===== src/ssl_consts.vh =====
`ifndef SSL_CONSTS_VH
`define SSL_CONSTS_VH
// ------------------------------------------------------------
// Register word indices (byte address = index * 4)
// ------------------------------------------------------------
`define SSL_IDX_LIMITS 6'h01
`define SSL_IDX_CLAMPS 6'h02
`define SSL_IDX_CAPTURE 6'h04
`define SSL_IDX_CTRL 6'h10
`define SSL_IDX_EXTENDED_ERROR_REG 6'h11
`define SSL_IDX_ANGLE 6'h12
// ------------------------------------------------------------
// Field positions and widths
// ------------------------------------------------------------
`define SSL_HI_MSB 31
`define SSL_HI_LSB 16
`define SSL_LO_MSB 15
`define SSL_LO_LSB 0
`define SSL_PAD_W 4
`define SSL_NVM_W 12
`define SSL_CTRL_EN_BIT 0
`define SSL_CTRL_LOAD_BIT 1
`define SSL_EXTENDED_ERROR_REG_OVER_BIT 0
`define SSL_EXTENDED_ERROR_REG_UNDER_BIT 1
// ------------------------------------------------------------
// Values
// ------------------------------------------------------------
`define SSL_ZERO16 16'h0000
`define SSL_CEIL_FORCED 16'hfff0
`define SSL_HAR_LIMIT_MAX 4'h9
`define SSL_HAR_CLAMP_MAX 4'ha
`define SSL_PAD4 4'h0
`define SSL_ZERO32 32'h0000_0000
`endif


===== src/ssl_nvm_loader.v =====
`timescale 1ns/1ps
`include "ssl_consts.vh"
// ------------------------------------------------------------
// Expands a 12-bit stored field to a 16-bit volatile value
// ------------------------------------------------------------
module ssl_nvm_loader (
   // Stored values
   input wire [11:0] nvm_upper_i,
   input wire [11:0] nvm_lower_i,
   // Forcing controls
   input wire force_zero_i,
   input wire force_ceiling_i,
   // Expanded word
   output reg [31:0] word_o
);
   // Upper half uses top bits, lower half is shifted left, pads zero
   always @* begin
      word_o = {nvm_upper_i, `SSL_PAD4, nvm_lower_i, `SSL_PAD4}; // RL13 RL14
      if (force_zero_i) begin
         word_o = `SSL_ZERO32; // RL16
      end
      if (force_ceiling_i) begin
         word_o = {`SSL_CEIL_FORCED, `SSL_ZERO16}; // RL17
      end
   end
endmodule // ssl_nvm_loader


===== src/ssl_angle_check.v =====
`timescale 1ns/1ps
`include "ssl_consts.vh"
// ------------------------------------------------------------
// Combinational limit test and clamp of one sample
// ------------------------------------------------------------
module ssl_angle_check (
   // Sample
   input wire [15:0] raw_angle_i,
   input wire [15:0] proc_angle_i,
   input wire enable_i,
   // Settings
   input wire [31:0] limits_i,
   input wire [31:0] clamps_i,
   // Results
   output reg over_o,
   output reg under_o,
   output reg [15:0] out_angle_o
);
   wire [15:0] upper = limits_i[`SSL_HI_MSB:`SSL_HI_LSB];
   wire [15:0] lower = limits_i[`SSL_LO_MSB:`SSL_LO_LSB];
   wire [15:0] ceil_v = clamps_i[`SSL_HI_MSB:`SSL_HI_LSB];
   wire [15:0] floor_v = clamps_i[`SSL_LO_MSB:`SSL_LO_LSB];
   // Unsigned compares; zero limit disables its check
   always @* begin
      over_o = enable_i && (upper != `SSL_ZERO16) && (raw_angle_i > upper); // RL1 RL2 RL4 RL5 RL20
      under_o = enable_i && (lower != `SSL_ZERO16) && (raw_angle_i < lower); // RL3 RL6 RL20
      out_angle_o = proc_angle_i;
      if (enable_i) begin
         // Final clamp of processed angle
         if (proc_angle_i > ceil_v) begin
            out_angle_o = ceil_v; // RL9 RL11
         end else if (proc_angle_i < floor_v) begin
            out_angle_o = floor_v; // RL10 RL11
         end
         // Limit violations override with clamp values
         if (over_o) begin
            out_angle_o = ceil_v; // RL7
         end else if (under_o) begin
            out_angle_o = floor_v; // RL8
         end
      end
   end
endmodule // ssl_angle_check


===== src/ssl_limit_clamp.v =====
`timescale 1ns/1ps
`include "ssl_consts.vh"
// Contract
// RL1: Compare raw angle after rotation and offset
// RL2: Raw above upper limit sets over flag
// RL3: Raw below lower limit sets under flag
// RL4: Checks and clamping only when enabled
// RL5: Upper limit zero disables maximum check
// RL6: Lower limit zero disables minimum check
// RL7: Over violation outputs the ceiling value
// RL8: Under violation outputs the floor value
// RL9: Processed angle above ceiling is clamped
// RL10: Processed angle below floor is clamped
// RL11: Clamp values are unsigned 16-bit angles
// RL12: Host disables clamping with ffff and zero
// RL13: Upper halves load from NVM, low pad
// RL14: Lower halves load shifted, low pad
// RL15: All sixteen bits writable and readable
// RL16: Harmonic count above nine zeroes limits
// RL17: Harmonic count above ten forces clamp
// RL18: Flags are bits of extended error register
// RL19: Violation captures unclamped angle
// RL20: Unsigned compares once per sample
module ssl_limit_clamp (
   // Clock and reset
   input wire clk_i,
   input wire rst_i,
   // Wishbone slave
   input wire cyc_i,
   input wire stb_i,
   input wire we_i,
   input wire [7:0] adr_i,
   input wire [3:0] sel_i,
   input wire [31:0] dat_i,
   output reg [31:0] dat_o,
   output reg ack_o,
   // Angle stream
   input wire sample_valid_i,
   input wire [15:0] raw_angle_i,
   input wire [15:0] proc_angle_i,
   output reg angle_valid_o,
   output reg [15:0] angle_o,
   // Non-volatile values
   input wire nvm_load_i,
   input wire [11:0] nvm_upper_limit_i,
   input wire [11:0] nvm_lower_limit_i,
   input wire [11:0] nvm_ceiling_i,
   input wire [11:0] nvm_floor_i,
   input wire [3:0] nvm_har_count_i,
   // Error flags
   output reg angle_over_flag_o,
   output reg angle_under_flag_o
);
   // ------------------------------------------------------------
   // Storage
   // ------------------------------------------------------------
   reg [31:0] limits_q; // Input angle limits
   reg [31:0] clamps_q; // Output ceiling and floor
   reg [15:0] capture_q; // Captured violation angle
   reg enable_q; // Short-stroke enable
   reg load_req_q; // Software load request
   reg [31:0] rd_d; // Read mux
   wire [31:0] lim_nvm; // Expanded limit word
   wire [31:0] clp_nvm; // Expanded clamp word
   wire over; // Over-range this sample
   wire under; // Under-range this sample
   wire [15:0] out_angle; // Checked angle
   wire bus_req = cyc_i && stb_i && !ack_o; // New access
   wire bus_wr = bus_req && we_i; // Write access
   wire [5:0] idx = adr_i[7:2]; // Word index
   wire do_load = nvm_load_i || load_req_q; // Load strobe
   // Byte-lane merge of a write into a word
   function [31:0] merge;
      input [31:0] old;
      input [31:0] nw;
      input [3:0] sel;
      integer k;
      begin
         merge = old;
         for (k = 0; k < 4; k = k + 1) begin
            if (sel[k]) begin
               merge[k*8 +: 8] = nw[k*8 +: 8];
            end
         end
      end
   endfunction
   // ------------------------------------------------------------
   // Sub-blocks
   // ------------------------------------------------------------
   ssl_nvm_loader u_lim_load (
      .nvm_upper_i(nvm_upper_limit_i),
      .nvm_lower_i(nvm_lower_limit_i),
      .force_zero_i(nvm_har_count_i > `SSL_HAR_LIMIT_MAX),
      .force_ceiling_i(1'b0),
      .word_o(lim_nvm)
   );
   ssl_nvm_loader u_clp_load (
      .nvm_upper_i(nvm_ceiling_i),
      .nvm_lower_i(nvm_floor_i),
      .force_zero_i(1'b0),
      .force_ceiling_i(nvm_har_count_i > `SSL_HAR_CLAMP_MAX),
      .word_o(clp_nvm)
   );
   ssl_angle_check u_check (
      .raw_angle_i(raw_angle_i),
      .proc_angle_i(proc_angle_i),
      .enable_i(enable_q),
      .limits_i(limits_q),
      .clamps_i(clamps_q),
      .over_o(over),
      .under_o(under),
      .out_angle_o(out_angle)
   );
   // ------------------------------------------------------------
   // Configuration registers
   // ------------------------------------------------------------
   always @(posedge clk_i) begin
      if (rst_i) begin
         limits_q <= `SSL_ZERO32;
         clamps_q <= `SSL_ZERO32;
         enable_q <= 1'b0;
         load_req_q <= 1'b0;
      end else begin
         load_req_q <= 1'b0;
         if (do_load) begin
            // Load from non-volatile values wins over writes
            limits_q <= lim_nvm; // RL13 RL14 RL16
            clamps_q <= clp_nvm; // RL17
         end else if (bus_wr && idx == `SSL_IDX_LIMITS) begin
            limits_q <= merge(limits_q, dat_i, sel_i); // RL15
         end else if (bus_wr && idx == `SSL_IDX_CLAMPS) begin
            clamps_q <= merge(clamps_q, dat_i, sel_i); // RL15 RL12
         end
         if (bus_wr && idx == `SSL_IDX_CTRL && sel_i[0]) begin
            enable_q <= dat_i[`SSL_CTRL_EN_BIT];
            load_req_q <= dat_i[`SSL_CTRL_LOAD_BIT];
         end
      end
   end
   // ------------------------------------------------------------
   // Sample processing and error flags
   // ------------------------------------------------------------
   // Flags are sticky; writing one to the error word clears them,
   // but a violation in the same cycle keeps the flag set.
   always @(posedge clk_i) begin
      if (rst_i) begin
         angle_over_flag_o <= 1'b0;
         angle_under_flag_o <= 1'b0;
         capture_q <= `SSL_ZERO16;
         angle_o <= `SSL_ZERO16;
         angle_valid_o <= 1'b0;
      end else begin
         angle_valid_o <= sample_valid_i;
         if (bus_wr && idx == `SSL_IDX_EXTENDED_ERROR_REG && sel_i[0]) begin
            if (dat_i[`SSL_EXTENDED_ERROR_REG_OVER_BIT]) begin
               angle_over_flag_o <= 1'b0;
            end
            if (dat_i[`SSL_EXTENDED_ERROR_REG_UNDER_BIT]) begin
               angle_under_flag_o <= 1'b0;
            end
         end
         if (sample_valid_i) begin
            angle_o <= out_angle; // RL20
            if (over) begin
               angle_over_flag_o <= 1'b1; // RL2 RL18
            end
            if (under) begin
               angle_under_flag_o <= 1'b1; // RL3 RL18
            end
            if (over || under) begin
               capture_q <= raw_angle_i; // RL19
            end
         end
      end
   end
   // ------------------------------------------------------------
   // Bus read mux and acknowledge
   // ------------------------------------------------------------
   always @* begin
      rd_d = `SSL_ZERO32;
      case (idx)
         `SSL_IDX_LIMITS: rd_d = limits_q;
         `SSL_IDX_CLAMPS: rd_d = clamps_q;
         `SSL_IDX_CAPTURE: rd_d = {`SSL_ZERO16, capture_q};
         `SSL_IDX_CTRL: rd_d = {31'h0000_0000, enable_q};
         `SSL_IDX_EXTENDED_ERROR_REG: rd_d = {30'h0000_0000, angle_under_flag_o, angle_over_flag_o};
         `SSL_IDX_ANGLE: rd_d = {`SSL_ZERO16, angle_o};
         default: rd_d = `SSL_ZERO32;
      endcase
   end
   // One-cycle answer; unmapped reads return zero
   always @(posedge clk_i) begin
      if (rst_i) begin
         ack_o <= 1'b0;
         dat_o <= `SSL_ZERO32;
      end else begin
         ack_o <= bus_req;
         if (bus_req && !we_i) begin
            dat_o <= rd_d;
         end
      end
   end
endmodule // ssl_limit_clamp


===== config.mk =====
export PLATFORM = sky130hd
export DESIGN_NAME = ssl_limit_clamp
export DESIGN_NICKNAME = d
export VERILOG_FILES = /design/src/ssl_nvm_loader.v /design/src/ssl_angle_check.v /design/src/ssl_limit_clamp.v
export VERILOG_INCLUDE_DIRS = /design/src /design/src/src
export SDC_FILE = /design/constraint.sdc
export NUM_CORES = 1
export LEC_CHECK = 0
export ABC_AREA = 1
export BUFFER_PORTS_ARGS = -buffer_cell sky130_fd_sc_hd__buf_2
export CAP_MARGIN = 20
export CORE_MARGIN = 5
export CORE_UTILIZATION = 45
export DETAILED_ROUTE_END_ITERATION = 10
export GPL_TIMING_DRIVEN = 0
export HOLD_SLACK_MARGIN = 0.08
export PLACE_DENSITY_LB_ADDON = 0.2
export SLEW_MARGIN = 30
export SYNTH_ARGS = -nofsm -noshare
export SYNTH_HDL_FRONTEND = slang
export SYNTH_SLANG_ARGS = --single-unit

===== constraint.sdc =====
create_clock -name clk_i -period 2.2 [get_ports clk_i]
set_clock_uncertainty 0.2 [all_clocks]
set_input_delay 0.22 -clock clk_i [delete_from_list [all_inputs] [get_ports clk_i]]
set_output_delay 0.22 -clock clk_i [all_outputs]
set_load 0.01 [all_outputs]

==> metrics.md <==
| Metric | Value |
|---|---|
| CP dominant cell by count | nand2_4 |
| VDD IR-drop max | ~530 µV |
| Final Max Slew Viols | 0 |
| Rel. slew slack | 0.443 |
| Most common cell in the synthesized netlist | nand2_1 |
| Slowest CP cell | dfxtp_1 |
| Number of flops mapped to enable cells by yosys | 0 |
| GR Util All Layers | 0.326 |
| Distinct cells, synth | 36 |
| Synth Area per Inst | approximately 7.0 µm² |
| Synthesized netlist cell count | 1,164 |
| H-tree levels | 4 |
| Max cap viols | 0 |
| Setup crit end kind | flop |
| Min-delay src | proc_angle_i[10] |
| Largest net degree at the start of global routing | 17 |
| Main synth FF type | dfxtp_1 |
| Vias post-DR | roughly 10,000 |
| DRT iter0 DRCs | ~940 |
| Met3 usage | 0.0651 |
| Final setup violation count | 32 |
| Met2 usage | 0.535 |
| Final Routed Wirelength | about 36 mm |
| CTS tree | yes |
| Yosys top cell area share | 0.331 |
| CP Launch Type | flop |
| Antenna-violating nets left | 0 |
| Reg2Reg Setup Slack | -160 ps |
| Synth area leader | dfxtp_1 |
| CORE AREA | 0.0178 mm² |
| Clock-pin slew on the worst setup and hold paths | around 60 ps |
| Maximum clock rate | 0.424 GHz |
| Post-route cell area | ~0.012 mm² |
| Vias in the first global route | 9,446 |
| CP Class | reg2reg |
| Clk sinks | 134 |
| Via/cell ratio | 5.68 |
| Root Buffer | clkbuf_16 |
| Post-DR wirelength/cell | around 20 µm |
| Clock Latency Late Sink | 430 ps |
| Synth async-reset ratio | 0 |
| Tcrit/Tclk final | 1.07 |
| CP required | 2360 ps |
| Ports | between 150 and 200 |
| Starting Density | 0.454 |
| Width of the die | 144 µm |
| Grt peak-use layer | met2 |
| Std cell rows | 49 |
| # diodes | 0 |
| Cell Pwr Density | 598 mW/mm² |
| CP cell instances | inv_2 -> ha_1 -> nand4_1 -> nor2_2 -> nand4_1 -> nand2_4 -> inv_4 -> nand2_4 -> nand2_4 -> buf_8 -> a21oi_2 -> nand2_1 -> a21oi_2 |
| Reg2Reg Depth | 13 |
| Antenna violations before repair | 0 |
| Status | finished, violations left |
| Unrepaired setup endpoints after global routing | true |
| Num CTS Buffers | 17 |
| Post-Place Cell Area | between 0.009 and 0.01 mm² |
| Pre-CTS WS | -330 ps |
| #FFs+latches synth | approximately 130 |
| HPWL Detailed | 24.5 mm |
| Critical path arrival | 2520 ps |
| Worst slew pin tran | 836 ps |
| Global Route met1 Usage | 0.422 |
| Lkg Pwr | roughly 5.4 nW |
| Final Hold Vio Count | 0 |
| Clk buf depth | 2 |
| Hold endpoint | angle_o[10]$_SDFFE_PP0P_ |
| Crit Path Max Fanout | 5 |
| Post-route worst setup slack | -158 ps |
| Area grow syn2layout | 53.8% |
| Final Wtd Congestion | 0.965 |
| Max incr delay on CP | 320 ps |
| Fin crit period | 2360 ps |
| Crit path launch | clamps_q[28]$_SDFFE_PP0P_ |
| Seq/Total Area, Yosys | 0.331 |
| Port Buffers | 184 |
| Syn Nets | about 1,400 |
| PnR Total Power | roughly 7.5 mW |
| Drt drc | 0 |
| Failing checks | setup timing |
| Largest cells by area after synthesis | dfxtp_1 (33%), ha_1 (9.6%), nand2_1 (9.4%), a21oi_1 (8.6%), o21ai_0 (6.6%) |
| Capturing point of the worst reg2reg path | angle_o[13]$_SDFFE_PP0P_ |
| Die height | between 100 and 150 µm |
| Synth Cell Area | 0.00810 mm² |
| Die area | 0.0208 mm² |
| Worst min-delay path class | in2reg |
| Worst hold stages | 5 |
| Overflow after GRT | 0 |
| Synth warn | 0 |
| # nets final | 1,730 |
| Share of cells above drive strength 1 | 0.347 |
| Top cells by count, synth | nand2_1 (203), a21oi_1 (139), dfxtp_1 (134), inv_1 (134), o21ai_0 (106) |
| Initial DRT Pass Iterations | 6 |
| FF-to-FF Start | clamps_q[28]$_SDFFE_PP0P_ |
| First-pass GRT wire length | about 52 mm |
-- worst max-delay path: cells and delay by family (launching register included) --
family	cells	cell delay [ps]
buffers and inverters	3	290
AO/OA/AOI/OAI	2	250
AND/OR/NAND/NOR	7	950
flip-flops	1	320
adder cells (fa/ha/maj)	1	280
-- placed cells by master, fill, tap and decap left out, types with 13 or more instances in the layout --
cell type	n
ha_4	31
a21oi_2	38
nor2_4	15
o21ai_1	20
nand2_1	174
nand2_2	28
o221ai_1	14
inv_2	55
dlygate4sd3_1	118
a31oi_1	40
dfxtp_2	24
o21ai_0	85
buf_4	38
inv_4	13
nand3_1	17
nor2_1	81
dfxtp_1	107
o22ai_1	15
a21oi_1	122
clkbuf_1	43
ha_1	31
buf_2	192
a22oi_1	14
clkbuf_16	19
inv_1	77
-- per-layer routing --
layer	share of wire	vias up
met4	0.045	0
met5	0	-
met1	0.40	4635
met3	0.098	109
li1	-	4704
met2	0.46	636
-- per-stage QoR --
step	cells	setup TNS, ps	utilization	hold slack (ps)
2_1_floorplan	1164	0	-	155
3_3_place_gp	1577	-8240	0.522	250
4_1_cts	1759	-243	0.657	85.0
3_5_place_dp	1577	-9310	0.522	252
6_report	1775	-2980	0.698	110
5_1_grt	1775	-5720	0.698	124
-- how the worst max path moves through the flow --
stage	to	slack, ps	cells after the start
3_3_place_gp	angle_o[1]$_SDFFE_PP0P_	-340	15
3_5_place_dp	angle_o[1]$_SDFFE_PP0P_	-330	15
5_1_grt	angle_o[7]$_SDFFE_PP0P_	-270	13
6_report	angle_o[13]$_SDFFE_PP0P_	-160	13
4_1_cts	angle_o[1]$_SDFFE_PP0P_	-40	17
2_1_floorplan	angle_o[3]$_SDFFE_PP0P_	80	15
-- logic make-up after synthesis --
kind of cell             after synthesis  synth area share
adder cells (fa/ha/maj)               62            0.0958
AO/OA/AOI/OAI                        372             0.266
AND/OR/NAND/NOR                      391             0.207
flip-flops                           134             0.331
buffers and inverters                205             0.101
-- state kept, by name (all words and copies together) (netlist names) --
signal and flops:
clamps_q 32, dat_o 32, limits_q 32, angle_o 16, capture_q 16, ack_o 1
angle_over_flag_o 1, angle_under_flag_o 1, angle_valid_o 1, enable_q 1, load_req_q 1
-- timing repair --
action                                 4_1_cts  5_1_grt
setup buffers                               28       14
setup endpoints to repair                   64       51
hold buffers                               118        1
pin swaps                                   27       53
endpoints found under the hold margin       97        1
gates resized for setup                    149      148
gates cloned                                 4        2
-- power by group --
group	internal, mW	switching [mW]	leakage (nW)	total (mW)
Clock	1.75	1.11	0.283	2.86
Sequential	2.55	0.0916	1.11	2.64
Combinational	0.838	1.11	4.00	1.95
-- final cells by class --
type | instances | area, µm²
Buffer | 59 | 303
Timing Repair Buffer | 349 | 2530
Multi-Input combinational cell | 826 | 5440
Fill cell | 1410 | 5390
Clock inverter | 9 | 100
Sequential cell | 134 | 2720
Tap cell | 229 | 287
Clock buffer | 23 | 478
Inverter | 146 | 588
(Power assumes the default switching activity.)
